[src/iho_consts.svh]
`ifndef IHO_CONSTS_SVH
`define IHO_CONSTS_SVH

// ----------------------------------------------------------------------
// register offsets (byte addresses)
// ----------------------------------------------------------------------
`define IHO_OFS_CHIP_IDENTITY 8'h50
`define IHO_OFS_IRQ_CFG 8'h54
`define IHO_OFS_INTERRUPT_STATUS 8'h58
`define IHO_OFS_INT_EN 8'h5C
`define IHO_ADDR_W 8
`define IHO_DATA_W 32

// ----------------------------------------------------------------------
// interrupt_output_config fields
// ----------------------------------------------------------------------
`define IHO_CFG_INTERVAL_HI 31
`define IHO_CFG_INTERVAL_LO 24
`define IHO_CFG_RESTART 14
`define IHO_CFG_ACTIVE 13
`define IHO_CFG_MASTER 12
`define IHO_CFG_ENABLE 8
`define IHO_CFG_POLARITY 4
`define IHO_CFG_TYPE 0
`define IHO_INTERVAL_W 8

// ----------------------------------------------------------------------
// interrupt sources and reset values
// ----------------------------------------------------------------------
`define IHO_PME_BIT 17
`define IHO_RESET_WORD 32'h0000_0000
`define IHO_INTERVAL_ZERO 8'h00

// ----------------------------------------------------------------------
// timing
// ----------------------------------------------------------------------
`define IHO_CLK_PERIOD_NS 40
`define IHO_TICK_PERIOD_NS 10000
`define IHO_TICK_CYCLES (`IHO_TICK_PERIOD_NS / `IHO_CLK_PERIOD_NS)

`endif

[src/iho_pkg.sv]
`default_nettype none
package iho_pkg;

   // hold-off controller states, one-hot
   typedef enum logic [1:0] {
      IHO_ST_PASS = 2'b01,
      IHO_ST_HOLD = 2'b10
   } iho_state_e;

   typedef logic [7:0] iho_interval_t;

endpackage

`default_nettype wire

[src/iho_tick.sv]
`timescale 1ns/10ps
`default_nettype none
`include "iho_consts.svh"

module iho_tick #(
   parameter int TICK_CYCLES = `IHO_TICK_CYCLES
) (
   input wire logic sys_clk,
   input wire logic sys_rst,
   input wire logic clr,
   output logic tick_q
);

   localparam int CW = $clog2(TICK_CYCLES + 1);
   localparam logic [CW-1:0] LAST = CW'(TICK_CYCLES - 1);

   logic [CW-1:0] cnt_q;
   logic [CW-1:0] cnt_d;
   logic tick_d;

   // free divider, realigned by clr so a fresh interval starts whole
   always_comb begin
      cnt_d = cnt_q + CW'(1);
      tick_d = 1'b0;
      if (clr) begin
         cnt_d = '0;
      end else if (cnt_q == LAST) begin
         cnt_d = '0;
         tick_d = 1'b1;
      end
   end

   always_ff @(posedge sys_clk) begin
      if (sys_rst) begin
         cnt_q <= '0;
         tick_q <= 1'b0;
      end else begin
         cnt_q <= cnt_d;
         tick_q <= tick_d;
      end
   end

endmodule

`default_nettype wire

[src/iho_top.sv]
`timescale 1ns/10ps
`default_nettype none
`include "iho_consts.svh"

// Summary of operation
// - The pin is held off for interval field bits 31:24 times 10 us.
// - Writing zero to the interval ends any hold-off, clears the counter and lets pending irqs out.
// - A new non-zero interval governs every interrupt except the power management event that follows it.
// - The power management event source bypasses the hold-off entirely.
// - Writing one to bit 14 clears the counter and starts a fresh hold-off; the bit reads zero.
// - Bit 13 reads one while a hold-off keeps interrupts from the pin.
// - Bit 12 shows the internal combined interrupt line regardless of enable or hold-off.
// - With enable bit 8 clear the pin stays deasserted; status bits are untouched.
// - Polarity bit 4 picks active low (0) or active high (1) in push-pull mode.
// - Bit 0 picks open-drain (0, always active low) or push-pull (1).
// - Polarity and driver type survive a soft reset; only system reset clears them.
// - The identity register returns chip id high and revision low, read-only.
// - Config at 54h, status at 58h, enable at 5Ch, each reset to zero.

module iho_top
   import iho_pkg::*;
#(
   parameter logic [15:0] CHIP_ID = 16'hC0DE, // arbitrary value
   parameter logic [15:0] CHIP_REV = 16'h0001, // arbitrary value
   parameter int TICK_CYCLES = `IHO_TICK_CYCLES
) (
   input wire logic sys_clk,
   input wire logic sys_rst,
   input wire logic soft_rst,
   input wire logic [31:0] int_src_set,
   input wire logic host_cs_n,
   input wire logic host_rd_n,
   input wire logic host_wr_n,
   input wire logic [`IHO_ADDR_W-1:0] host_addr,
   input wire logic [`IHO_DATA_W-1:0] host_data_in,
   output logic [`IHO_DATA_W-1:0] host_data_out_q,
   output logic host_data_oe_q,
   output logic irq_pin_out_q,
   output logic irq_pin_oe_q
);

   // ----------------------------------------------------------------------
   // host strobe synchronisers
   // ----------------------------------------------------------------------
   logic [2:0] cs_sync_q, rd_sync_q, wr_sync_q;
   logic cs_act, rd_act, wr_act;
   logic wr_seen_q, wr_seen_d;
   logic wr_stb;
   logic [2:0] cs_sync_d, rd_sync_d, wr_sync_d;

   // a level counts once stages two and three agree
   always_comb begin
      cs_sync_d = {cs_sync_q[1:0], ~host_cs_n};
      rd_sync_d = {rd_sync_q[1:0], ~host_rd_n};
      wr_sync_d = {wr_sync_q[1:0], ~host_wr_n};
      cs_act = cs_sync_q[1] & cs_sync_q[2];
      rd_act = rd_sync_q[1] & rd_sync_q[2] & cs_act;
      wr_act = wr_sync_q[1] & wr_sync_q[2] & cs_act;
      wr_stb = wr_act & ~wr_seen_q; // one write per strobe
      wr_seen_d = wr_act;
   end

   always_ff @(posedge sys_clk) begin
      if (sys_rst) begin
         cs_sync_q <= 3'h0;
         rd_sync_q <= 3'h0;
         wr_sync_q <= 3'h0;
         wr_seen_q <= 1'b0;
      end else begin
         cs_sync_q <= cs_sync_d;
         rd_sync_q <= rd_sync_d;
         wr_sync_q <= wr_sync_d;
         wr_seen_q <= wr_seen_d;
      end
   end

   // ----------------------------------------------------------------------
   // registers
   // ----------------------------------------------------------------------
   function automatic logic hit(input logic [`IHO_ADDR_W-1:0] a,
                                input logic [`IHO_ADDR_W-1:0] ofs);
      hit = (a == ofs);
   endfunction

   logic wr_cfg, wr_sts, wr_en;
   logic [31:0] sts_q, sts_d, en_q, en_d;
   iho_interval_t interval_q, interval_d;
   logic irq_enable_q, irq_enable_d;
   logic polarity_q, polarity_d, drv_type_q, drv_type_d;
   logic restart;
   logic soft_any;

   always_comb begin
      wr_cfg = wr_stb & hit(host_addr, `IHO_OFS_IRQ_CFG);
      wr_sts = wr_stb & hit(host_addr, `IHO_OFS_INTERRUPT_STATUS);
      wr_en = wr_stb & hit(host_addr, `IHO_OFS_INT_EN);
      restart = wr_cfg & host_data_in[`IHO_CFG_RESTART];
      soft_any = soft_rst;
      // set wins over the write-one clear
      sts_d = (sts_q & ~(wr_sts ? host_data_in : `IHO_RESET_WORD)) | int_src_set;
      en_d = wr_en ? host_data_in : en_q;
      interval_d = wr_cfg ? host_data_in[`IHO_CFG_INTERVAL_HI:`IHO_CFG_INTERVAL_LO]
                          : interval_q;
      irq_enable_d = wr_cfg ? host_data_in[`IHO_CFG_ENABLE] : irq_enable_q;
      polarity_d = wr_cfg ? host_data_in[`IHO_CFG_POLARITY] : polarity_q;
      drv_type_d = wr_cfg ? host_data_in[`IHO_CFG_TYPE] : drv_type_q;
   end

   // soft reset spares polarity and driver type
   always_ff @(posedge sys_clk) begin
      if (sys_rst) begin
         polarity_q <= 1'b0;
         drv_type_q <= 1'b0;
      end else begin
         polarity_q <= polarity_d;
         drv_type_q <= drv_type_d;
      end
   end

   always_ff @(posedge sys_clk) begin
      if (sys_rst || soft_any) begin
         sts_q <= `IHO_RESET_WORD;
         en_q <= `IHO_RESET_WORD;
         interval_q <= `IHO_INTERVAL_ZERO;
         irq_enable_q <= 1'b0;
      end else begin
         sts_q <= sts_d;
         en_q <= en_d;
         interval_q <= interval_d;
         irq_enable_q <= irq_enable_d;
      end
   end

   // ----------------------------------------------------------------------
   // hold-off controller
   // ----------------------------------------------------------------------
   logic [31:0] pend;
   logic master_irq, pme_irq, gen_irq;
   logic tick;
   iho_state_e state_q, state_d;
   iho_interval_t hcnt_q, hcnt_d;
   logic assert_q, assert_d;
   logic tick_clr;

   always_comb begin
      pend = sts_q & en_q;
      master_irq = |pend;
      pme_irq = pend[`IHO_PME_BIT];
      gen_irq = |(pend & ~(32'h1 << `IHO_PME_BIT));
      state_d = state_q;
      hcnt_d = hcnt_q;
      tick_clr = 1'b0;
      case (state_q)
         IHO_ST_PASS: begin
            // the interval written with a restart governs that restart
            if (interval_d != `IHO_INTERVAL_ZERO && (restart || (assert_q && !gen_irq))) begin
               state_d = IHO_ST_HOLD;
               hcnt_d = `IHO_INTERVAL_ZERO;
               tick_clr = 1'b1;
            end
         end
         IHO_ST_HOLD: begin
            if (interval_q == `IHO_INTERVAL_ZERO) begin
               state_d = IHO_ST_PASS;
               hcnt_d = `IHO_INTERVAL_ZERO;
            end else if (restart) begin
               hcnt_d = `IHO_INTERVAL_ZERO;
               tick_clr = 1'b1;
            end else if (tick) begin
               hcnt_d = hcnt_q + 8'h01;
               if (hcnt_d >= interval_q) begin
                  state_d = IHO_ST_PASS;
                  hcnt_d = `IHO_INTERVAL_ZERO;
               end
            end
         end
         default: begin
            state_d = IHO_ST_PASS;
            hcnt_d = `IHO_INTERVAL_ZERO;
         end
      endcase
      // pme goes straight through; others wait out the hold-off
      assert_d = irq_enable_q & (pme_irq | (gen_irq & (state_d == IHO_ST_PASS)));
   end

   always_ff @(posedge sys_clk) begin
      if (sys_rst || soft_any) begin
         state_q <= IHO_ST_PASS;
         hcnt_q <= `IHO_INTERVAL_ZERO;
         assert_q <= 1'b0;
      end else begin
         state_q <= state_d;
         hcnt_q <= hcnt_d;
         assert_q <= assert_d;
      end
   end

   iho_tick #(
      .TICK_CYCLES(TICK_CYCLES)
   ) u_tick (
      .sys_clk(sys_clk),
      .sys_rst(sys_rst),
      .clr(tick_clr),
      .tick_q(tick)
   );

   // ----------------------------------------------------------------------
   // pin driver and read data
   // ----------------------------------------------------------------------
   logic pin_out_d, pin_oe_d;
   logic [31:0] rdata;
   logic [31:0] cfg_word;

   always_comb begin
      if (drv_type_q) begin
         pin_oe_d = 1'b1;
         pin_out_d = polarity_q ? assert_d : ~assert_d;
      end else begin
         pin_oe_d = assert_d;
         pin_out_d = 1'b0;
      end
      cfg_word = `IHO_RESET_WORD;
      cfg_word[`IHO_CFG_INTERVAL_HI:`IHO_CFG_INTERVAL_LO] = interval_q;
      cfg_word[`IHO_CFG_ACTIVE] = (state_q == IHO_ST_HOLD);
      cfg_word[`IHO_CFG_MASTER] = master_irq;
      cfg_word[`IHO_CFG_ENABLE] = irq_enable_q;
      cfg_word[`IHO_CFG_POLARITY] = polarity_q;
      cfg_word[`IHO_CFG_TYPE] = drv_type_q;
      if (hit(host_addr, `IHO_OFS_CHIP_IDENTITY)) begin
         rdata = {CHIP_ID, CHIP_REV};
      end else if (hit(host_addr, `IHO_OFS_IRQ_CFG)) begin
         rdata = cfg_word;
      end else if (hit(host_addr, `IHO_OFS_INTERRUPT_STATUS)) begin
         rdata = sts_q;
      end else if (hit(host_addr, `IHO_OFS_INT_EN)) begin
         rdata = en_q;
      end else begin
         rdata = `IHO_RESET_WORD; // unmapped reads zero
      end
   end

   always_ff @(posedge sys_clk) begin
      if (sys_rst) begin
         irq_pin_out_q <= 1'b1;
         irq_pin_oe_q <= 1'b0;
         host_data_out_q <= `IHO_RESET_WORD;
         host_data_oe_q <= 1'b0;
      end else begin
         irq_pin_out_q <= pin_out_d;
         irq_pin_oe_q <= pin_oe_d;
         host_data_out_q <= rdata;
         host_data_oe_q <= rd_act;
      end
   end

endmodule

`default_nettype wire

[config.mk]
export PLATFORM = sky130hd
export DESIGN_NAME = iho_top
export DESIGN_NICKNAME = d
export VERILOG_FILES = /design/src/iho_pkg.sv /design/src/iho_tick.sv /design/src/iho_top.sv
export VERILOG_INCLUDE_DIRS = /design/src /design/src/src
export SDC_FILE = /design/constraint.sdc
export NUM_CORES = 1
export LEC_CHECK = 0
export ABC_CLOCK_PERIOD_IN_PS = 2700
export BUFFER_PORTS_ARGS = -buffer_cell sky130_fd_sc_hd__buf_2
export CORE_UTILIZATION = 40
export DETAILED_ROUTE_END_ITERATION = 12
export PLACE_DENSITY = 0.73
export RECOVER_POWER = 50
export SYNTH_ARGS = -nofsm -noshare
export SYNTH_HDL_FRONTEND = slang
export SYNTH_SLANG_ARGS = --single-unit
export TNS_END_PERCENT = 5
[constraint.sdc]
create_clock -name sys_clk -period 2.7 [get_ports sys_clk]
set_input_delay 0.54 -clock sys_clk [delete_from_list [all_inputs] [get_ports sys_clk]]
set_output_delay 0.54 -clock sys_clk [all_outputs]
set_load 0.005 [all_outputs]
After elaboration in Yosys (flattened, before gate mapping)
Index checks and enable logic that the tools add are counted.
Widths: inputs -> output; s select.
{"block": "word_totals", "wordCells": 96, "in_bits": 78, "out_inout_bits": 35, "regBits": 140}
{"block": "op_classes", "n_addsub": 2, "n_reduce_logical": 14, "muxes": 26, "bitwise_logic": 22, "n_eq_ne": 10, "magnitude_cmp": 1}
{"op": "$mux 32", "count": 5}
{"op": "$and 32x32->32", "count": 2}
{"op": "$mux 8", "count": 6}
{"op": "$eq 8x7->1 const B", "count": 4}
{"op": "$not 32->32", "count": 1}
{"op": "$or 32x32->32", "count": 1}
{"op": "$reduce_or 32->1", "count": 1}
{"op": "$reduce_or 31->1", "count": 1}
{"op": "$add 8x1->8 const B", "count": 2}
{"op": "$pmux 8 s2", "count": 1}
{"op": "$and 1x1->1", "count": 12}
{"op": "$mux 2", "count": 5}
{"op": "$eq 8x8->1 const B", "count": 1}
{"op": "$ge 8x8->1", "count": 1}
{"op": "$logic_not 8->1", "count": 1}
{"op": "$reduce_bool 8->1", "count": 1}
{"op": "$mux 1", "count": 7}
{"op": "$reduce_or 3->1", "count": 2}
{"op": "$not 1->1", "count": 5}
{"op": "$eq 2x1->1 const B", "count": 2}
{"op": "$ne 4x2->1 const B", "count": 1}
{"op": "$pmux 2 s2", "count": 1}
{"op": "$reduce_or 2->1", "count": 2}
{"op": "$eq 2x2->1 const B", "count": 1}
{"op": "other kinds (7)", "count": 9}

Logic depth before layout (Yosys ltp)
Gate-level depths: netlist of the first run.
{"block": "depth", "depth_word": 16, "depth_mapped": 13, "mapped_depth_nobuf": 13}

Hierarchy
Synthesis of the first run repeated with hierarchy kept, for this count alone.
{"block": "unflattened", "hier_cells": 719, "area_unflattened_um2": 5898.2}
{"module": "iho_top", "cells_per_inst": 670, "area_per_inst_um2": 5457.7, "seq_area_each_um2": 2622.5, "n_inst": 1}
{"module": "iho_tick", "cells_per_inst": 49, "area_per_inst_um2": 440.4, "seq_area_each_um2": 180.2, "n_inst": 1}

Worst setup path after synthesis of the first run
No wires, ideal clock.
{"block": "synth_timing", "kind": "reg2reg", "from": "reg hcnt_q[2]", "to": "reg irq_pin_out_q", "required_time_ps": 2586, "synth_period_minus_slack_ps": 2782, "t_arrival_ps": 2668, "setup_slack_ps": -82, "n_path_buf": 0, "stages_incl_launch_ff": 14, "setup_time_ps": 114, "cell_sequence": "dfxtp_1 -> and3_1 -> and3_1 -> nand3_1 -> xnor2_1 -> ha_1 -> a21oi_1 -> o21ai_0 -> a41oi_1 -> o22ai_1 -> o311ai_1 -> o211ai_2 -> xnor2_1 -> a21o_1"}
{"block": "synth_via", "elab_chain_len": 14}
{"item": "start, declared", "line_no": "iho_top.sv:141", "rtl": "iho_interval_t hcnt_q, hcnt_d;"}
{"item": "start signal, assigned", "line_no": "iho_top.sv:189", "rtl": "hcnt_q <= `IHO_INTERVAL_ZERO;"}
{"item": "start signal, assigned", "line_no": "iho_top.sv:193", "rtl": "hcnt_q <= hcnt_d;"}
{"item": "$add 8x1->8 (*)", "line_no": "iho_top.sv:170", "rtl": "hcnt_d = hcnt_q + 8'h01;"}
{"item": "$ge 8x8->1 (*)", "line_no": "iho_top.sv:171", "rtl": "if (hcnt_d >= interval_q) begin"}
{"item": "$mux 2 (*)", "line_no": "iho_top.sv:171"}
{"item": "$mux 2 (*)", "line_no": "iho_top.sv:169", "rtl": "end else if (tick) begin"}
{"item": "$mux 2 (*)", "line_no": "iho_top.sv:166", "rtl": "end else if (restart) begin"}
{"item": "$mux 2 (*)", "line_no": "iho_top.sv:163", "rtl": "if (interval_q == `IHO_INTERVAL_ZERO) begin"}
{"item": "$pmux 2 s2 (*)", "line_no": "iho_top.sv:153", "rtl": "case (state_q)"}
{"item": "$eq 2x1->1 (*)", "line_no": "iho_top.sv:183", "rtl": "assert_d = irq_enable_q & (pme_irq | (gen_irq & (state_d == IHO_ST_PASS)));"}
{"item": "$and 1x1->1 (*)", "line_no": "iho_top.sv:183"}
{"item": "$or 1x1->1 (*)", "line_no": "iho_top.sv:183"}
{"item": "$and 1x1->1 (*)", "line_no": "iho_top.sv:183"}
{"item": "$not 1->1", "line_no": "iho_top.sv:217", "rtl": "pin_out_d = polarity_q ? assert_d : ~assert_d;"}
{"item": "$mux 1 (*)", "line_no": "iho_top.sv:217"}
{"item": "$mux 1 (*)", "line_no": "iho_top.sv:215", "rtl": "if (drv_type_q) begin"}
{"item": "end signal, assigned", "line_no": "iho_top.sv:249", "rtl": "irq_pin_out_q <= pin_out_d;"}
{"item": "end, declared", "line_no": "iho_top.sv:38", "rtl": "output logic irq_pin_out_q,"}
Every way passes the cells marked *; elsewhere a longest branch is shown, timed or not.
A chain may end at the register's enable or synchronous reset.

Final worst setup path of the first run
{"block": "layout_timing", "from": "reg hcnt_q[0]", "to": "reg irq_pin_out_q"}
The elaborated chain is that of the path after synthesis.

==> flow_summary.html, run 1 <==
<table>
<tr><th>Metric</th><th>Value</th></tr>
<tr><th colspan="2">Drt</th></tr>
<tr><td>Wire length on met2</td><td>approximately 7.2 mm</td></tr>
<tr><td>Routed Wire Length</td><td>15.94 mm</td></tr>
<tr><td>Drt initial violations</td><td>359</td></tr>
<tr><td>Vias</td><td>between 5k and 6k</td></tr>
<tr><td>Length of routed wiring on met1</td><td>approximately 7 mm</td></tr>
<tr><td>Post-route antenna net violation count</td><td>0</td></tr>
<tr><td>Detailed-route DRC error count</td><td>0</td></tr>
<tr><td>Vias per Instance</td><td>5.303</td></tr>
<tr><td>Pre-Repair DR Iteration Count</td><td>5</td></tr>
<tr><td>Met3 wire len</td><td>1.263 mm</td></tr>
<tr><td>Routed length per placed instance</td><td>15.74 um</td></tr>
<tr><td>Highest routed layer</td><td>met4</td></tr>
<tr><th colspan="2">Layout</th></tr>
<tr><td>Area of all sequential standard cells</td><td>2809 sq um</td></tr>
<tr><td>Fraction of layout instances using a drive strength above 1</td><td>between 20% and 30%</td></tr>
<tr><td>Cell Count, Final, Fillers Out</td><td>1,013</td></tr>
<tr><td>Area of the multi-input gates</td><td>2766 sq um</td></tr>
<tr><td>Filler instances</td><td>1,333</td></tr>
<tr><td>Area growth syn-to-layout</td><td>27.07%</td></tr>
<tr><td>Inserted Diodes</td><td>0</td></tr>
<tr><td>Nets@finish</td><td>911</td></tr>
<tr><th colspan="2">Worst setup path</th></tr>
<tr><td>Delay of the slowest cell on the worst path</td><td>around 0.37 ns</td></tr>
<tr><td>Most Frequent Cell on Critical Path</td><td>and3_4</td></tr>
<tr><td>Startpoint of the worst setup timing path</td><td>hcnt_q[0]$_SDFFE_PP0P_</td></tr>
<tr><td>FF-to-FF End</td><td>irq_pin_out_q$_SDFF_PP1_</td></tr>
<tr><td>Worst-path fanout max</td><td>4</td></tr>
<tr><td>Crit path required time</td><td>3.02 ns</td></tr>
<tr><td>Cell count of the worst reg-to-reg path</td><td>14</td></tr>
<tr><td>Critical Path Start Type</td><td>flip-flop</td></tr>
<tr><td>Capture point of the critical path</td><td>irq_pin_out_q$_SDFF_PP1_</td></tr>
<tr><td>Worst Path Arrival</td><td>3.05 ns</td></tr>
<tr><td>Cell with the largest stage delay on the worst path</td><td>dfxtp_4</td></tr>
<tr><td>Critical path class</td><td>reg -&gt; reg</td></tr>
<tr><td>Worst r2r src</td><td>hcnt_q[0]$_SDFFE_PP0P_</td></tr>
<tr><td>Cells traversed along the worst timing path</td><td>and3_4, and3_4, nand3_2, xnor2_2, ha_1, nand2_1, o21ai_1, a41oi_2, buf_4, o221ai_1, nand3_1, o211ai_2, xnor2_1, a21o_1</td></tr>
<tr><td>Reg-to-reg slack, setup</td><td>-0.03 ns</td></tr>
<tr><td>Worst Setup End Kind</td><td>flip-flop</td></tr>
<tr><th colspan="2">Clocking</th></tr>
<tr><td>CTS tree</td><td>built</td></tr>
<tr><td>H-tree depth</td><td>4</td></tr>
<tr><td>Clock-pin slew on the worst setup and hold paths</td><td>roughly 0.06 ns</td></tr>
<tr><td>Number of buffers on the longest clock path</td><td>2</td></tr>
<tr><td>Number of buffers added to fix hold violations after cts</td><td>0</td></tr>
<tr><td>Clk_lat worst skew</td><td>0.43 ns</td></tr>
<tr><td>TritonCTS buffer count</td><td>17</td></tr>
<tr><td>Root buf cell</td><td>clkbuf_16</td></tr>
<tr><td>CTS sink cnt</td><td>140</td></tr>
<tr><th colspan="2">Timing</th></tr>
<tr><td>Maximum achievable frequency</td><td>approximately 370 MHz</td></tr>
<tr><td>Setup Viol. Count Final</td><td>1</td></tr>
<tr><td>Max Transition Viols Final</td><td>0</td></tr>
<tr><td>Final Cycle Share</td><td>101.0%</td></tr>
<tr><td>Final hold viol count</td><td>0</td></tr>
<tr><td>Setup TNS Final</td><td>-0.02586 ns</td></tr>
<tr><td>Worst Skew</td><td>0.006114 ns</td></tr>
<tr><td>Worst relative slew slack</td><td>36.25%</td></tr>
<tr><td>Final min period</td><td>roughly 2.7 ns</td></tr>
<tr><td>Hold Slack</td><td>~0.25 ns</td></tr>
<tr><td>RSZ-0062 raised after global routing</td><td>true</td></tr>
<tr><td>Slew at the pin closest to its max-slew limit</td><td>0.9562 ns</td></tr>
<tr><td>Final setup margin</td><td>-0.02586 ns</td></tr>
<tr><th colspan="2">Floorplanning</th></tr>
<tr><td>Number of rows in the core area</td><td>43</td></tr>
<tr><td># IOs</td><td>113</td></tr>
<tr><td>Horiz. Die Dim</td><td>121.8 um</td></tr>
<tr><td>Total Die Area</td><td>around 15,000 sq um</td></tr>
<tr><td>Starting density of the core</td><td>41.22%</td></tr>
<tr><td>CORE AREA</td><td>between 10,000 and 15,000 sq um</td></tr>
<tr><td>Chip height</td><td>121.8 um</td></tr>
<tr><th colspan="2">Global route</th></tr>
<tr><td>Global-route wire length before repair</td><td>25.54 mm</td></tr>
<tr><td>Global-route total usage across every layer</td><td>22.53%</td></tr>
<tr><td>Grt ovf</td><td>0</td></tr>
<tr><td>Initial antenna violation count</td><td>0</td></tr>
<tr><td>Largest net degree at the start of global routing</td><td>33</td></tr>
<tr><td>Number of global-route vias before repair</td><td>just over 5k</td></tr>
<tr><th colspan="2">Placement</th></tr>
<tr><td>Worst slack at placement</td><td>-0.2394 ns</td></tr>
<tr><td>Dpl hpwl</td><td>11.05 mm</td></tr>
<tr><td># port buffers</td><td>112</td></tr>
<tr><td>Final weighted congestion in routability-driven placement</td><td>~0.89</td></tr>
<tr><td>Cell count after placement</td><td>978</td></tr>
<tr><th colspan="2">Worst hold path</th></tr>
<tr><td>Hold/Removal Path Class</td><td>in -&gt; reg</td></tr>
<tr><th colspan="2">Pwr</th></tr>
<tr><td>Total Power Consumption</td><td>4.772 mW</td></tr>
<tr><td>Pwr per Cell Area</td><td>approximately 650 nW/um^2</td></tr>
<tr><td>Maximum ir drop on the vdd rail</td><td>0.4650 mV</td></tr>
<tr><td>Reported leakage power</td><td>2.906 nW</td></tr>
<tr><th colspan="2">Synth</th></tr>
<tr><td>Proportion of synthesized flip-flops having asynchronous set or reset</td><td>0%</td></tr>
<tr><td>Top post-synthesis cells by area</td><td>dfxtp_1, a21oi_1, nor2_1</td></tr>
<tr><td>Count of distinct cell types in the synthesized netlist</td><td>53</td></tr>
<tr><td>Count of yosys warnings during synthesis</td><td>0</td></tr>
<tr><td>Proportion of netlist area held by the largest area contributor</td><td>approximately 49%</td></tr>
<tr><td>Post-Syn Area</td><td>5744 sq um</td></tr>
<tr><td>Synthesized net count</td><td>781</td></tr>
<tr><td>Post-synthesis cell count</td><td>690</td></tr>
<tr><td>Number of enable-type register cells in the synthesized netlist</td><td>0</td></tr>
<tr><td>Mapped Avg Cell Area</td><td>8.325 sq um</td></tr>
<tr><td>Largest area contributor in the netlist</td><td>dfxtp_1</td></tr>
<tr><td>Prevailing post-synth register cell</td><td>dfxtp_1</td></tr>
<tr><td>Register bit count reported by yosys</td><td>140</td></tr>
<tr><td>Part of the Yosys area used for sequential elements</td><td>48.79%</td></tr>
<tr><th colspan="2">Run</th></tr>
<tr><td>Max-capacitance violation count</td><td>0</td></tr>
<tr><th colspan="2">Run status</th></tr>
<tr><td>Run status</td><td>finished, violations left</td></tr>
<tr><td>Failing checks</td><td>setup timing</td></tr>
</table>
flip-flops by register name, indices dropped and copies added (netlist names), 2 cells and up:
register and flops:
rd_sync_q 3, sts_q 32, host_data_out_q 32, state_q 2, hcnt_q 8, u_tick.cnt_q 8, interval_q 8, en_q 32
wr_sync_q 3, cs_sync_q 3
synth_stat cells (2+ instances only):
cell,count
clkbuf_1,29
o21ai_0,5
nand2b_1,2
inv_1,23
nor2b_1,8
and3_1,4
o22ai_1,2
xor2_1,6
a221oi_1,4
nor3b_1,3
a21oi_1,91
a22o_1,4
nor3_1,2
nand2_1,114
buf_2,4
mux2i_1,14
ha_1,13
a22oi_1,19
and2_1,4
mux2_4,3
a32o_1,4
dfxtp_1,140
o21ai_1,4
a211oi_1,5
nand4_1,4
nor4_1,14
nor2_1,115
and4_1,3
o211ai_2,2
nand3_1,16
xnor2_1,7
final cells by class:
class / instances / share of cell area (%)
Multi-Input combinational cell: 492 / 37.90
Sequential cell: 140 / 38.48
Timing Repair Buffer: 146 / 10.88
Tap cell: 180 / 3.085
Clock inverter: 12 / 2.211
Clock buffer: 20 / 6.256
Inverter: 23 / 1.183
metal layers:
layer,vias up,track usage [%]
met5,-,0
met4,0,9.491
met3,31,6.273
met2,216,35.10
met1,2503,29.14
li1,2622,-
cells by family after synthesis:
group	after synthesis	share of synthesized area [%]
buffers and inverters	58	4.008
muxes	18	3.420
AOI/OAI and AO/OA	149	15.84
and+or+nand+nor	299	23.13
DFF	140	48.79
adders and majority gates	13	2.832
xor gates and xnor gates	13	1.982
through the flow:
| stage | util (%) | area, sq um |
|---|---|---|
| global route | 52.38 | 7300 |
| floorplan | - | 5751 |
| detailed placement | 47.77 | 6656 |
| finish | 52.38 | 7300 |
| global placement | 47.77 | 6656 |
| CTS | 52.73 | 7348 |
how the worst min path moves through the flow:
stage	cells after the start	startpoint	slack, ns	to
global route	2	host_cs_n	0.27	cs_sync_q[0]$_SDFF_PP0_
finish	2	host_rd_n	0.25	rd_sync_q[0]$_SDFF_PP0_
CTS	2	host_rd_n	0.25	rd_sync_q[0]$_SDFF_PP0_
detailed placement	1	rd_sync_q[0]$_SDFF_PP0_	0.42	rd_sync_q[1]$_SDFF_PP0_
global placement	1	wr_sync_q[0]$_SDFF_PP0_	0.42	wr_sync_q[1]$_SDFF_PP0_
floorplan	1	cs_sync_q[0]$_SDFF_PP0_	0.41	cs_sync_q[1]$_SDFF_PP0_
power breakdown:
part           leakage [nW]  internal [mW]  total [mW]  switching (mW)
combinational          1.48         0.0850       0.204           0.119
sequential             1.14           2.10        2.13          0.0286
clock                 0.294           1.51        2.44           0.931
total                  2.91           3.69        4.77            1.08
critical path: cells and delay by family (launching register included):
family                   cells  cell delay [ns]
adder cells (fa/ha/maj)      1             0.30
AND/OR/NAND/NOR              5             0.68
XOR/XNOR                     2             0.25
flip-flops                   1             0.37
AO/OA/AOI/OAI                5             0.85
buffers and inverters        1             0.18
placed cells by master, fill, tap and decap left out, types with 5 or more instances in the layout:
cell type  count
dfxtp_1      137
nand2_1      114
nor2_1       114
buf_2         93
a21oi_1       90
buf_4         26
clkbuf_1      25
inv_1         22
a22oi_1       19
clkbuf_16     17
nand3_1       15
nor4_1        14
mux2i_1       14
ha_1          12
nor2b_1        8
xor2_1         6
xnor2_1        5
and2_1         5
a211oi_1       5
o21ai_1        5
what timing repair did:
item,4_1_cts,5_1_grt
resized for setup,11,5
pin swaps,5,5
endpoints found under the setup margin,3,10
buffers inserted,3,0
Note: power is estimated with default switching activity, not from simulation.
==> inputs of run 2 (changes only) <==
MAX_ROUTING_LAYER = met4   (was default)
PLACE_DENSITY = default   (was 0.73)
==> flow_summary.html, run 2 (same netlist as run 1, synthesis figures left out) <==
<table>
<tr><th>Metric</th><th>Value</th></tr>
<tr><th colspan="2">Global route</th></tr>
<tr><td>Grt ovf</td><td>0 (unchanged)</td></tr>
<tr><td>Largest net degree at the start of global routing</td><td>75 (was 33)</td></tr>
<tr><td>Initial antenna violation count</td><td>0 (unchanged)</td></tr>
<tr><td>Global-route total usage across every layer</td><td>23.66% (was 22.53%)</td></tr>
<tr><td>Number of global-route vias before repair</td><td>5,113 (was 5,130)</td></tr>
<tr><td>Global-route wire length before repair</td><td>25.85 mm (was 25.54 mm)</td></tr>
<tr><th colspan="2">Pwr</th></tr>
<tr><td>Pwr per Cell Area</td><td>643.9 nW/um^2 (was 653.8 nW/um^2)</td></tr>
<tr><td>Maximum ir drop on the vdd rail</td><td>0.4394 mV (was 0.4650 mV)</td></tr>
<tr><td>Reported leakage power</td><td>2.904 nW (was 2.906 nW)</td></tr>
<tr><td>Total Power Consumption</td><td>4.713 mW (was 4.772 mW)</td></tr>
<tr><th colspan="2">Clocking</th></tr>
<tr><td>Root buf cell</td><td>clkbuf_16 (unchanged)</td></tr>
<tr><td>TritonCTS buffer count</td><td>17 (unchanged)</td></tr>
<tr><td>CTS sink cnt</td><td>140 (unchanged)</td></tr>
<tr><td>Number of buffers added to fix hold violations after cts</td><td>0 (unchanged)</td></tr>
<tr><td>Clock-pin slew on the worst setup and hold paths</td><td>0.06 ns (about the same)</td></tr>
<tr><td>H-tree depth</td><td>4 (unchanged)</td></tr>
<tr><td>Number of buffers on the longest clock path</td><td>2 (unchanged)</td></tr>
<tr><td>Clk_lat worst skew</td><td>0.43 ns (about the same)</td></tr>
<tr><td>CTS tree</td><td>built (unchanged)</td></tr>
<tr><th colspan="2">Drt</th></tr>
<tr><td>Vias per Instance</td><td>5.325 (was 5.303)</td></tr>
<tr><td>Routed length per placed instance</td><td>16.33 um (was 15.74 um)</td></tr>
<tr><td>Routed Wire Length</td><td>16.53 mm (was 15.94 mm)</td></tr>
<tr><td>Detailed-route DRC error count</td><td>0 (unchanged)</td></tr>
<tr><td>Pre-Repair DR Iteration Count</td><td>5 (unchanged)</td></tr>
<tr><td>Vias</td><td>5,389 (was 5,372)</td></tr>
<tr><td>Drt initial violations</td><td>491 (was 359)</td></tr>
<tr><td>Post-route antenna net violation count</td><td>0 (unchanged)</td></tr>
<tr><th colspan="2">Timing</th></tr>
<tr><td>Final Cycle Share</td><td>100.3% (was 101.0%)</td></tr>
<tr><td>Hold Slack</td><td>0.2607 ns (was 0.2540 ns)</td></tr>
<tr><td>Slew at the pin closest to its max-slew limit</td><td>0.8751 ns (was 0.9562 ns)</td></tr>
<tr><td>Final min period</td><td>2.708 ns (was 2.726 ns)</td></tr>
<tr><td>Worst Skew</td><td>0.008794 ns (was 0.006114 ns)</td></tr>
<tr><td>Worst relative slew slack</td><td>41.66% (was 36.25%)</td></tr>
<tr><td>Maximum achievable frequency</td><td>369.3 MHz (was 366.9 MHz)</td></tr>
<tr><td>Final setup margin</td><td>-0.007746 ns (was -0.02586 ns)</td></tr>
<tr><td>Setup TNS Final</td><td>-0.007746 ns (was -0.02586 ns)</td></tr>
<tr><td>Max Transition Viols Final</td><td>0 (unchanged)</td></tr>
<tr><td>RSZ-0062 raised after global routing</td><td>true (unchanged)</td></tr>
<tr><td>Setup Viol. Count Final</td><td>1 (unchanged)</td></tr>
<tr><td>Final hold viol count</td><td>0 (unchanged)</td></tr>
<tr><th colspan="2">Run status</th></tr>
<tr><td>Failing checks</td><td>setup timing (unchanged)</td></tr>
<tr><td>Run status</td><td>finished, violations left (unchanged)</td></tr>
<tr><th colspan="2">Worst setup path</th></tr>
<tr><td>Worst Path Arrival</td><td>3.03 ns (was 3.05 ns)</td></tr>
<tr><td>Crit path required time</td><td>3.02 ns (about the same)</td></tr>
<tr><td>Critical Path Start Type</td><td>flip-flop (unchanged)</td></tr>
<tr><td>Worst-path fanout max</td><td>3 (was 4)</td></tr>
<tr><td>Critical path class</td><td>reg -&gt; reg (unchanged)</td></tr>
<tr><td>Worst Setup End Kind</td><td>flip-flop (unchanged)</td></tr>
<tr><th colspan="2">Layout</th></tr>
<tr><td>Fraction of layout instances using a drive strength above 1</td><td>21.90% (was 21.49%)</td></tr>
<tr><td>Biggest regs</td><td>en_q x32, host_data_out_q x32, sts_q x32 (unchanged)</td></tr>
<tr><td>Total non-filler cell area in the finished layout</td><td>7320 sq um (was 7300 sq um)</td></tr>
<tr><td>Leading cell type in the layout, fill and taps excluded</td><td>dfxtp_1 (unchanged)</td></tr>
<tr><td>Filler instances</td><td>1,325 (was 1,333)</td></tr>
<tr><td>Top library cells by usage in the layout, fill and taps aside</td><td>dfxtp_1, nor2_1, nand2_1 (was dfxtp_1, nand2_1, nor2_1)</td></tr>
<tr><td>Area growth syn-to-layout</td><td>27.42% (was 27.07%)</td></tr>
<tr><td>End-of-flow core utilization</td><td>52.53% (was 52.38%)</td></tr>
<tr><td>Cell Count, Final, Fillers Out</td><td>1,012 (was 1,013)</td></tr>
<tr><td>Nets@finish</td><td>909 (was 911)</td></tr>
<tr><th colspan="2">Floorplanning</th></tr>
<tr><td>Horiz. Die Dim</td><td>121.8 um (unchanged)</td></tr>
<tr><td>Total Die Area</td><td>14,840 sq um (unchanged)</td></tr>
<tr><td>CORE AREA</td><td>13,930 sq um (unchanged)</td></tr>
<tr><td>Starting density of the core</td><td>41.22% (unchanged)</td></tr>
<tr><td>Chip height</td><td>121.8 um (unchanged)</td></tr>
<tr><td>Number of rows in the core area</td><td>43 (unchanged)</td></tr>
<tr><td># IOs</td><td>113 (unchanged)</td></tr>
<tr><th colspan="2">Placement</th></tr>
<tr><td>Dpl hpwl</td><td>11.60 mm (was 11.05 mm)</td></tr>
<tr><td>Instance area after placement</td><td>6636 sq um (was 6656 sq um)</td></tr>
<tr><td>Cell count after placement</td><td>977 (was 978)</td></tr>
<tr><td># port buffers</td><td>112 (unchanged)</td></tr>
<tr><td>Worst slack at placement</td><td>-0.08676 ns (was -0.2394 ns)</td></tr>
<tr><td>Final weighted congestion in routability-driven placement</td><td>0.9064 (was 0.8932)</td></tr>
<tr><th colspan="2">Run</th></tr>
<tr><td>Max-capacitance violation count</td><td>0 (unchanged)</td></tr>
<tr><th colspan="2">Worst hold path</th></tr>
<tr><td>Hold/Removal Path Class</td><td>in -&gt; reg (unchanged)</td></tr>
</table>
[run 2: metal layers]
layer | part of all wire, % | track usage [%] | routed length, um
met5 | 0 | - | 0
met3 | 6.2 | 4.916 | 1023
met4 | 2.5 | 9.645 | 416
met1 | 43 | 28.37 | 7079
met2 | 48 | 38.52 | 8009
[run 2: area by class of cell]
class,instances,area (sq um),share of cell area (%)
multi-input combinational,492,2821,38.55
sequential,140,2811,38.41
antenna,1,2.502,0.03419
tap,180,225.2,3.077
inverter,23,86.33,1.179
clock buffer,18,439.2,6.000
clock inverter,14,167.7,2.291
timing repair buffer,144,765.7,10.46
[run 2: critical path: stages (launching register included)]
cell and delay, ns:
dfxtp_4 0.36, and3_4 0.17, and3_4 0.19, buf_4 0.14, xor2_1 0.14, ha_1 0.32
a21oi_2 0.18, o21ai_2 0.07, a41oi_2 0.20, o22ai_2 0.14, o311ai_2 0.25, o211ai_2 0.14
xnor2_1 0.14, a21o_1 0.17
[run 2: what timing repair did]
item,CTS,global route
pin swaps,14,8
endpoints found under the setup margin,1,7
setup buffers,2,1
gates resized for setup,11,12
[run 2: where the power goes]
| part | internal, mW | total (mW) | switching, mW | leakage, nW |
|---|---|---|---|---|
| Clock | 1.48 | 2.38 | 0.906 | 0.292 |
| Sequential | 2.10 | 2.13 | 0.0289 | 1.14 |
| Combinational | 0.0854 | 0.205 | 0.119 | 1.47 |
[run 2: path summary, 6_finish.rpt]
check	start	endpoint	slack, ns	cells past startpoint
setup / recovery	hcnt_q[0]$_SDFFE_PP0P_	irq_pin_out_q$_SDFF_PP1_	-0.008	13
hold / removal	host_wr_n	wr_sync_q[0]$_SDFF_PP0_	0.26	2
hold reg to reg	wr_sync_q[0]$_SDFF_PP0_	wr_sync_q[1]$_SDFF_PP0_	0.43	1
setup reg to reg	hcnt_q[0]$_SDFFE_PP0P_	irq_pin_out_q$_SDFF_PP1_	-0.008	13
